===== src/pkg/eeprom_host_pkg.sv =====
// Constants and types for the two-wire serial memory host controller.
// Assumes one 100 MHz clock and a synchronous active-high reset.
// Bus and memory rules this block works to
// SDA changes only while SCL is low, except start and stop.
// Zero pulls SDA low; one releases it; nobody drives high.
// Start is SDA falling while SCL high; memory ignores bus before it.
// Stop is SDA rising while SCL high; it ends the session.
// Slave address is 1010, three select bits, then direction bit.
// Without select inputs the select bits must be all zero.
// Address bit zero: one reads, zero writes.
// Ninth clock: transmitter releases SDA, receiver pulls low to acknowledge.
// Byte write: start, address, two address bytes, data, stop.
// Stop after write starts programming; memory then acknowledges nothing.
// Memory buffers up to 32 bytes of one page.
// Page offset wraps within the page; later bytes overwrite earlier.
// All buffered bytes commit in one programming cycle after stop.
// Master repeats its request on no acknowledge until acknowledged; the controller gives up after POLL_TRIES retries.
// Write-protect high blocks all writes.
// Write-protect sampled before first data byte; if high, data refused.
// Delivered memory reads all-ones in every byte.
// Read without new address returns byte at current address.
// Chosen read: write address phase, then new start with read address.
// Master ends a read with no acknowledge then stop.
// Acknowledged read byte is followed by the next, wrapping the array.
// Memory captures on SCL rise, changes SDA on SCL fall.
// Array is 8192 bytes, 13-bit address, 32-byte pages.
// Rejected or data-less write starts no programming cycle.
package eeprom_host_pkg;
  localparam int unsigned CLK_HZ = 100_000_000;
  localparam int unsigned SCL_HZ = 100_000;
  localparam int unsigned QTR_CYCLES = CLK_HZ / (SCL_HZ * 4);
  localparam logic [3:0] DEV_TYPE = 4'hA;
  localparam logic DIR_READ = 1'b1;
  localparam logic DIR_WRITE = 1'b0;
  localparam int unsigned ADDR_W = 13;
  localparam int unsigned PAGE_BYTES = 32;
  localparam int unsigned POLL_MAX = 255;
  localparam logic [2:0] BIT_LAST = 3'h7;
  localparam logic [1:0] PH_LAST = 2'h3;
  localparam logic [7:0] POLL_LIMIT = 8'hFF;
  localparam logic [5:0] PAGE_LIMIT = 6'h20;
  typedef enum logic [1:0] {OP_WRITE, OP_READ_CUR, OP_READ_AT} op_t;
endpackage


===== src/pkg/data_buf_if.sv =====
// Write/read port bundle between the controller and its data buffer.
// Assumes the buffer shares the controller clock.
`timescale 1ns/1ps
`default_nettype none
interface data_buf_if;
  logic we;
  logic [4:0] waddr;
  logic [7:0] wdata;
  logic [4:0] raddr;
  logic [7:0] rdata;
  modport ctrl(output we, output waddr, output wdata, output raddr, input rdata);
  modport mem(input we, input waddr, input wdata, input raddr, output rdata);
endinterface
`default_nettype wire


===== src/rtl/byte_buf.sv =====
// Small byte memory holding one page of write or read data.
// Assumes one clock; read data registered, one cycle after address.
`timescale 1ns/1ps
`default_nettype none
module byte_buf #(
  parameter int unsigned DEPTH = 32
) (
  // Clock
  input wire logic clk,
  // Access port
  data_buf_if.mem bus
);
  logic [7:0] mem_ff [DEPTH];
  logic [7:0] rdata_ff;
  always_ff @(posedge clk) begin
    if (bus.we) begin
      mem_ff[bus.waddr] <= bus.wdata;
    end
  end
  always_ff @(posedge clk) begin
    rdata_ff <= mem_ff[bus.raddr];
  end
  assign bus.rdata = rdata_ff;
endmodule
`default_nettype wire


===== src/rtl/eeprom_host.sv =====
// Host controller that drives a two-wire serial memory as bus master.
// Assumes pull-ups on SCL and SDA; software loads the buffer, then starts.
//
// Added by the designer: the address map and strobed register access.
`timescale 1ns/1ps
`default_nettype none
module eeprom_host
  import eeprom_host_pkg::*;
#(
  parameter int unsigned POLL_TRIES = POLL_MAX,
  parameter int unsigned QTR_TICKS = QTR_CYCLES
) (
  // Clock and reset
  input wire logic clk,
  input wire logic rst,
  // Software register port
  input wire logic [3:0] reg_addr,
  input wire logic [31:0] reg_wdata,
  input wire logic reg_wr,
  input wire logic reg_rd,
  output logic [31:0] reg_rdata,
  // Serial bus pins
  input wire logic scl_in,
  output logic scl_out,
  output logic scl_oe_n,
  input wire logic sda_in,
  output logic sda_out,
  output logic sda_oe_n
);
  import eeprom_host_pkg::*;

  localparam logic [3:0] REG_CTRL = 4'h0;
  localparam logic [3:0] REG_ADDR = 4'h4;
  localparam logic [3:0] REG_DATA = 4'h8;
  localparam logic [3:0] REG_STAT = 4'hC;

  typedef enum {
    ST_IDLE, ST_START, ST_SHIFT, ST_ACK, ST_STOP, ST_RSTART
  } state_t;

  typedef enum {
    PH_DEV, PH_AHI, PH_ALO, PH_DATA, PH_RDEV, PH_RDATA
  } phase_t;

  data_buf_if buf_if();
  byte_buf #(.DEPTH(PAGE_BYTES)) u_buf (.clk(clk), .bus(buf_if));

  state_t state_ff;
  phase_t phase_ff;
  op_t op_ff;
  logic [2:0] sel_ff;
  logic [ADDR_W-1:0] maddr_ff;
  logic [5:0] count_ff;
  logic [5:0] idx_ff;
  logic [7:0] sh_ff;
  logic [2:0] bit_ff;
  logic [1:0] q_ff;
  logic [15:0] div_ff;
  logic tick;
  logic busy_ff, done_ff, nack_ff;
  logic [7:0] tries_ff;
  logic sda_s1_ff, sda_s2_ff, scl_s1_ff, scl_s2_ff;
  logic sda_drv_ff, scl_drv_ff;
  logic [5:0] wptr_ff;
  logic [7:0] rd_byte_ff;
  logic go_pulse;
  logic [7:0] nxt_tx;

  function automatic logic [7:0] dev_byte(input logic [2:0] sel, input logic dir);
    dev_byte = {DEV_TYPE, sel, dir};
  endfunction

  // Synchronise the pins; only the second stage is read
  always_ff @(posedge clk) begin
    sda_s1_ff <= sda_in;
    sda_s2_ff <= sda_s1_ff;
    scl_s1_ff <= scl_in;
    scl_s2_ff <= scl_s1_ff;
  end

  // Quarter-period enable; stretches while a far end holds SCL low
  always_ff @(posedge clk) begin
    if (rst || tick) begin
      div_ff <= '0;
    end else if (!(scl_drv_ff && !scl_s2_ff && q_ff == 2'h2)) begin
      div_ff <= div_ff + 16'h0001;
    end
  end
  assign tick = (div_ff == 16'(QTR_TICKS - 1));

  assign go_pulse = reg_wr && reg_addr == REG_CTRL && reg_wdata[0] && !busy_ff;

  // Bytes are staged for sending by position in the transfer
  always_comb begin
    case (phase_ff)
      PH_DEV: nxt_tx = dev_byte(sel_ff, (op_ff == OP_READ_CUR) ? DIR_READ : DIR_WRITE);
      PH_AHI: nxt_tx = 8'({3'h0, maddr_ff[ADDR_W-1:8]});
      PH_ALO: nxt_tx = maddr_ff[7:0];
      PH_RDEV: nxt_tx = dev_byte(sel_ff, DIR_READ);
      default: nxt_tx = buf_if.rdata;
    endcase
  end

  // Bus sequencer: four quarters per bit, SCL high in quarters 2 and 3
  always_ff @(posedge clk) begin
    if (rst) begin
      state_ff <= ST_IDLE;
      phase_ff <= PH_DEV;
      q_ff <= '0;
      bit_ff <= '0;
      sh_ff <= '0;
      idx_ff <= '0;
      scl_drv_ff <= 1'b1;
      sda_drv_ff <= 1'b1;
      busy_ff <= 1'b0;
      done_ff <= 1'b0;
      nack_ff <= 1'b0;
      tries_ff <= '0;
      rd_byte_ff <= '0;
    end else if (go_pulse) begin
      state_ff <= ST_START;
      phase_ff <= PH_DEV;
      q_ff <= '0;
      idx_ff <= '0;
      busy_ff <= 1'b1;
      done_ff <= 1'b0;
      nack_ff <= 1'b0;
      tries_ff <= '0;
    end else if (tick) begin
      q_ff <= q_ff + 2'h1;
      case (state_ff)
        ST_IDLE: begin
          scl_drv_ff <= 1'b1;
          sda_drv_ff <= 1'b1;
        end
        ST_START, ST_RSTART: begin
          // SDA falls while SCL high
          case (q_ff)
            2'h0: begin sda_drv_ff <= 1'b1; scl_drv_ff <= 1'b1; end
            2'h1: sda_drv_ff <= 1'b0;
            2'h2: scl_drv_ff <= 1'b0;
            default: begin
              state_ff <= ST_SHIFT;
              sh_ff <= nxt_tx;
              bit_ff <= '0;
            end
          endcase
        end
        ST_SHIFT: begin
          case (q_ff)
            2'h0: begin
              // Data moves only with SCL low
              sda_drv_ff <= (phase_ff == PH_RDATA) ? 1'b1 : sh_ff[7];
            end
            2'h1: scl_drv_ff <= 1'b1;
            2'h2: sh_ff <= {sh_ff[6:0], sda_s2_ff};
            default: begin
              scl_drv_ff <= 1'b0;
              bit_ff <= bit_ff + 3'h1;
              if (bit_ff == BIT_LAST) begin
                state_ff <= ST_ACK;
              end
            end
          endcase
        end
        ST_ACK: begin
          case (q_ff)
            2'h0: begin
              // Release for slave ack, or ack read bytes ourselves
              if (phase_ff == PH_RDATA) begin
                sda_drv_ff <= (idx_ff + 6'h01 == count_ff);
              end else begin
                sda_drv_ff <= 1'b1;
              end
            end
            2'h1: scl_drv_ff <= 1'b1;
            2'h2: begin
              if (phase_ff == PH_RDATA) begin
                rd_byte_ff <= sh_ff;
              end else if (sda_s2_ff) begin
                nack_ff <= 1'b1;
              end
            end
            default: begin
              scl_drv_ff <= 1'b0;
              state_ff <= ST_SHIFT;
              bit_ff <= '0;
              if (nack_ff) begin
                state_ff <= ST_STOP;
              end else begin
                case (phase_ff)
                  PH_DEV: phase_ff <= (op_ff == OP_READ_CUR) ? PH_RDATA : PH_AHI;
                  PH_AHI: phase_ff <= PH_ALO;
                  PH_ALO: begin
                    if (op_ff == OP_READ_AT) begin
                      phase_ff <= PH_RDEV;
                      state_ff <= ST_RSTART;
                    end else begin
                      phase_ff <= PH_DATA;
                    end
                  end
                  PH_RDEV: phase_ff <= PH_RDATA;
                  PH_DATA: idx_ff <= idx_ff + 6'h01;
                  default: idx_ff <= idx_ff + 6'h01;
                endcase
                if ((phase_ff == PH_DATA || phase_ff == PH_RDATA) &&
                    idx_ff + 6'h01 == count_ff) begin
                  state_ff <= ST_STOP;
                end
              end
            end
          endcase
          if (q_ff == PH_LAST && !nack_ff) begin
            if (phase_ff == PH_ALO && op_ff == OP_WRITE) begin
              sh_ff <= buf_if.rdata;
            end else if (phase_ff == PH_DEV && op_ff != OP_READ_CUR) begin
              // Address high byte follows the device byte
              sh_ff <= 8'({3'h0, maddr_ff[ADDR_W-1:8]});
            end else if (phase_ff == PH_AHI) begin
              sh_ff <= maddr_ff[7:0];
            end else if (phase_ff == PH_DATA) begin
              sh_ff <= buf_if.rdata;
            end
          end
        end
        default: begin
          // SDA rises while SCL high
          case (q_ff)
            2'h0: sda_drv_ff <= 1'b0;
            2'h1: scl_drv_ff <= 1'b1;
            2'h2: sda_drv_ff <= 1'b1;
            default: begin
              // Retry address on no-ack while memory programs
              if (nack_ff && phase_ff == PH_DEV && tries_ff != 8'(POLL_TRIES)) begin
                tries_ff <= tries_ff + 8'h01;
                nack_ff <= 1'b0;
                state_ff <= ST_START;
              end else begin
                state_ff <= ST_IDLE;
                busy_ff <= 1'b0;
                done_ff <= 1'b1;
              end
            end
          endcase
        end
      endcase
    end
  end

  // Buffer read index: while a data byte goes out, the next one is fetched
  assign buf_if.raddr = 5'(idx_ff + ((phase_ff == PH_DATA) ? 6'h01 : 6'h00));

  // Software writes fill the buffer; read bytes land there too
  always_ff @(posedge clk) begin
    if (rst || go_pulse) begin
      wptr_ff <= '0;
    end else if (reg_wr && reg_addr == REG_DATA) begin
      wptr_ff <= wptr_ff + 6'h01;
    end
  end
  assign buf_if.we = (reg_wr && reg_addr == REG_DATA) ||
    (tick && state_ff == ST_ACK && q_ff == PH_LAST && phase_ff == PH_RDATA);
  assign buf_if.waddr = (reg_wr && reg_addr == REG_DATA) ? wptr_ff[4:0] : idx_ff[4:0];
  assign buf_if.wdata = (reg_wr && reg_addr == REG_DATA) ? reg_wdata[7:0] : rd_byte_ff;

  // Command registers
  always_ff @(posedge clk) begin
    if (rst) begin
      op_ff <= OP_WRITE;
      sel_ff <= '0;
      count_ff <= 6'h01;
      maddr_ff <= '0;
    end else if (reg_wr && !busy_ff) begin
      if (reg_addr == REG_CTRL) begin
        op_ff <= op_t'(reg_wdata[2:1]);
        sel_ff <= reg_wdata[5:3];
        count_ff <= (reg_wdata[13:8] == 6'h00 || reg_wdata[13:8] > PAGE_LIMIT) ?
          6'h01 : reg_wdata[13:8];
      end else if (reg_addr == REG_ADDR) begin
        maddr_ff <= reg_wdata[ADDR_W-1:0];
      end
    end
  end

  // Registered read port; data reads return the last received byte, rd_byte_ff
  always_ff @(posedge clk) begin
    if (rst) begin
      reg_rdata <= '0;
    end else if (reg_rd) begin
      if (reg_addr == REG_STAT) begin
        reg_rdata <= {21'h0, tries_ff, nack_ff, done_ff, busy_ff};
      end else if (reg_addr == REG_ADDR) begin
        reg_rdata <= 32'(maddr_ff);
      end else if (reg_addr == REG_CTRL) begin
        reg_rdata <= {18'h0, count_ff, 2'h0, sel_ff, op_ff, 1'b0};
      end else if (reg_addr == REG_DATA) begin
        reg_rdata <= {24'h0, rd_byte_ff};
      end else begin
        reg_rdata <= '0;
      end
    end else begin
      reg_rdata <= '0;
    end
  end

  // Open drain: drive low only, enable low while driving
  assign scl_out = 1'b0;
  assign sda_out = 1'b0;
  assign scl_oe_n = scl_drv_ff;
  assign sda_oe_n = sda_drv_ff;

  a_sda_stable_high: assert property (@(posedge clk) disable iff (rst)
    (state_ff == ST_SHIFT && scl_drv_ff && $past(scl_drv_ff)) |-> $stable(sda_drv_ff))
    else $error("SDA moved while SCL high");
  a_start_shape: assert property (@(posedge clk) disable iff (rst)
    ($fell(sda_drv_ff) && scl_drv_ff) |-> (state_ff == ST_START || state_ff == ST_RSTART))
    else $error("SDA fell with SCL high outside start");
  a_stop_shape: assert property (@(posedge clk) disable iff (rst)
    ($rose(sda_drv_ff) && scl_drv_ff && state_ff != ST_IDLE) |-> state_ff == ST_STOP
      || (state_ff == ST_START && q_ff == 2'h1))
    else $error("SDA rose with SCL high outside stop");
  a_no_drive_high: assert property (@(posedge clk) disable iff (rst)
    scl_out == 1'b0 && sda_out == 1'b0)
    else $error("Pin driven high");
  a_ack_release: assert property (@(posedge clk) disable iff (rst)
    (state_ff == ST_ACK && q_ff == 2'h2 && phase_ff != PH_RDATA) |-> sda_drv_ff)
    else $error("SDA not released for ack");
  a_dev_type: assert property (@(posedge clk) disable iff (rst)
    (phase_ff == PH_DEV) |-> nxt_tx[7:4] == DEV_TYPE)
    else $error("Wrong type field");
  a_last_nack: assert property (@(posedge clk) disable iff (rst)
    (state_ff == ST_ACK && q_ff == 2'h2 && phase_ff == PH_RDATA &&
     idx_ff + 6'h01 == count_ff) |-> sda_drv_ff)
    else $error("Final read byte acknowledged");
  a_nack_stops: assert property (@(posedge clk) disable iff (rst)
    (tick && state_ff == ST_ACK && q_ff == PH_LAST && nack_ff) |=> state_ff == ST_STOP)
    else $error("No stop after no-ack");
  a_write_order: assert property (@(posedge clk) disable iff (rst)
    (tick && state_ff == ST_ACK && q_ff == PH_LAST && phase_ff == PH_ALO &&
     op_ff == OP_WRITE && !nack_ff) |=> (phase_ff == PH_DATA && state_ff == ST_SHIFT))
    else $error("Data byte does not follow address");
  a_retry_bound: assert property (@(posedge clk) disable iff (rst)
    tries_ff <= 8'(POLL_TRIES))
    else $error("Too many address retries");
endmodule
`default_nettype wire


===== config.mk =====
export PLATFORM = sky130hd
export DESIGN_NAME = eeprom_host
export DESIGN_NICKNAME = d
export VERILOG_FILES = /design/src/pkg/eeprom_host_pkg.sv /design/src/pkg/data_buf_if.sv /design/src/rtl/byte_buf.sv /design/src/rtl/eeprom_host.sv
export SDC_FILE = /design/constraint.sdc
export NUM_CORES = 1
export LEC_CHECK = 0
export ABC_AREA = 1
export ABC_CLOCK_PERIOD_IN_PS = 4900
export BUFFER_PORTS_ARGS = -buffer_cell sky130_fd_sc_hd__buf_2
export CAP_MARGIN = 25
export CORE_ASPECT_RATIO = 1.75
export CORE_MARGIN = 4
export CORE_UTILIZATION = 66
export DETAILED_ROUTE_END_ITERATION = 16
export GPL_ROUTABILITY_DRIVEN = 0
export HOLD_SLACK_MARGIN = 0.15
export PLACE_DENSITY = 0.85
export SYNTH_ARGS = -nofsm -noshare
export SYNTH_HDL_FRONTEND = slang
export SYNTH_SLANG_ARGS = --single-unit

===== constraint.sdc =====
create_clock -name clk -period 4.9 [get_ports clk]
set_input_delay 1.225 -clock clk [delete_from_list [all_inputs] [get_ports clk]]
set_output_delay 1.225 -clock clk [all_outputs]
set_load 0.02 [all_outputs]

==> out/qor.csv <==
metric,value,unit
outcome,finished clean,
r2r_setup_slack,1420,ps
wl_per_cell,20.04,microns
hp-class,reg2reg,
ant_nets,0,
cts_hold_buf,0,
synthCells,1702,
peakVddDrop,0.0003348,V
die_h,217.7,microns
cts-resized-gates,0,
synth_edf_count,256,
fmax,287.0,MHz
antenna_found_initial,0,
cp-end-kind,flop,
wl,41040,microns
drive_gt1_share,10.37,%
worst_ep_required_time,5360,ps
synth_ff_type,edfxtp_1,
worst_pin_slew,1023,ps
relSlewSlack,31.55,%
dr.pass1.iters,8,
synth_area_per_cell,9.740,sq um
post_cts_buffers,0,
grt_max_degree,110,
crit_chain,"inv_2, nor2_1, inv_1, nor2_1, ha_4, inv_2, buf_12, o21ai_0, o21ai_0, o211ai_1, o21ai_1, nand2_1, o21ai_1",
cts_sinks,373,
htreeDepth,1,
yosysSeqAreaShare,60.50,%
core_area,0.02472,sq mm
rsz0062_at_grt,false,
clk_pin_slew_worst_paths,70,ps
fin_crit_sh,71.11,%
overflow,0,
layout_min_cycle_time,3484,ps
dieArea,0.02782,sq mm
grt_pass1_vias,12132,
ys_ff_latch,373,
fin_nets,1769,
cp.arrival,3950,ps
grt.total_usage,29.13,%
cts_made_buffers,31,
cp-start-kind,flop,
crit_fanout,74,
finalSetupTns,0,ps
clk_path_buf_depth,3,
ys_types,51,
drt_iter0_drc,1387,
slowest_delay,510,ps
critPathBufInv,4,
num_vias,12649,
setup_viol,0,
grt_pass1_wl,63000,microns
ys_warn_count,0,
finalMaxSlewViolations,0,
synth_area,0.01658,sq mm
maxCapViolCount,0,
cts_tree,yes,
root_buffer,clkbuf_16,
die_w,127.8,microns
cp_top_family,compound AO/OA/AOI/OAI gates,
crit_type,reg2reg,
routed_via_density,6.176,
diodes,0,
drc_errors,0,
async_flop_share,0,%
place_hpwl,27250,microns
area_growth,8.370,%
power_density,337.1,mW/mm^2
skew,16.21,ps
rows,76,
clock_latency,580,ps
start_util,67.05,%
whs,332.2,ps
port_buffers,39,
p_leak,6.356,nW
slowest_stage,ha_4,
finalHoldViolCount,0,
num_io_pins,78,
-- through the flow --
stage	power, W	worst slack (ps)	std cells	utilization [%]	cell area [sq um]
finish	0.006056	1416	2048	72.66	17960
detailed placement	0.003532	1104	1991	68.36	16900
CTS	0.006070	1486	2047	72.63	17960
global route	0.006201	1176	2048	72.66	17960
global placement	0.003529	1197	1991	68.36	16900
floorplan	0.003501	1352	1721	-	16650
-- routing by layer --
metal  global-route usage (%)  up-vias  routed length [microns]
met5                        0        -                        0
met4                    23.30        0                     3717
met3                    3.505      199                     2548
met2                    51.45      610                    21120
met1                    30.69     5976                    13660
li1                         -     5864                        -
-- state kept, by name, summed over array words and instances, names as in the netlist, 5 cells and up --
name / cells
u_buf.mem_ff: 256
div_ff: 16
reg_rdata: 14
maddr_ff: 13
rd_byte_ff: 8
sh_ff: 8
tries_ff: 8
u_buf.bus.rdata: 8
count_ff: 6
idx_ff: 6
wptr_ff: 5
-- cell usage after synthesis (all sizes together), types with 2 or more instances --
cell | n | area share (%)
a211oi | 3 | 0.14
o22ai | 25 | 0.98
nor4 | 5 | 0.19
clkbuf | 30 | 0.68
nand3b | 4 | 0.18
o211ai | 45 | 2.0
mux2i | 8 | 0.48
nor2 | 329 | 7.8
dfxtp | 117 | 14
ha | 14 | 1.1
or2 | 2 | 0.076
clkinv | 2 | 0.075
o21a | 3 | 0.14
o32ai | 8 | 0.42
nor3 | 20 | 0.76
inv | 141 | 3.2
o21ai | 277 | 8.4
xnor2 | 3 | 0.20
buf | 63 | 2.4
a21oi | 87 | 2.6
edfxtp | 256 | 46
nand4 | 8 | 0.39
nand3 | 59 | 2.2
nand2 | 179 | 4.2
xor2 | 8 | 0.47
-- logic make-up after synthesis --
family                   count (synthesis)  share of synthesized area, %
AND/OR/NAND/NOR                        607                         15.93
AO/OA/AOI/OAI                          452                         15.02
flip-flops                             373                         60.50
buffers and inverters                  236                         6.317
adder cells (fa/ha/maj)                 14                         1.057
XOR/XNOR                                11                        0.6718
multiplexers                             8                        0.4831
other                                    1                       0.02262
-- final cells by class --
| type | count | area (sq um) |
|---|---|---|
| clock buffer | 36 | 794.5 |
| clock inverter | 20 | 261.5 |
| fill | 1750 | 6759 |
| inverter | 143 | 541.8 |
| multi-input combinational | 1112 | 5642 |
| sequential | 373 | 10030 |
| tap | 312 | 390.4 |
| timing repair buffer | 52 | 305.3 |
-- power by group --
group / total, W / internal [W] / switching (W)
registers: 0.00334 / 0.00334 / 0.00000638
logic: 0.000122 / 0.0000294 / 0.0000931
clock network: 0.00259 / 0.00148 / 0.00111
-- cell usage in the layout, fill, tap and decap left out, drive strengths merged --
cell type	n
nor2	329
o21ai	277
edfxtp	256
nand2	179
inv	143
dfxtp	117
a21oi	87
nand3	59
buf	52
o211ai	45
clkbuf	36
o22ai	25
conb	20
nor3	20
ha	14
clkinv	12
mux2i	8
o32ai	8
xor2	8
nand4	8
bufinv	6
nor4	5
nand3b	4
a211oi	3
o21a	3
xnor2	3
clkinvlp	2
or2	2
a221oi	1
a41oi	1
o31ai	1
nor3b	1
o221ai	1
-- final timing paths --
kind / start / to / depth (start not counted)
max: phase_ff[0]$_SDFFE_PP0P_ / u_buf.bus.rdata[0]$_DFF_P_ / 13
min reg2reg: scl_s1_ff$_DFF_P_ / scl_s2_ff$_DFF_P_ / 0
min: scl_s1_ff$_DFF_P_ / scl_s2_ff$_DFF_P_ / 0
max reg2reg: phase_ff[0]$_SDFFE_PP0P_ / u_buf.bus.rdata[0]$_DFF_P_ / 13
(Power assumes the default switching activity.)
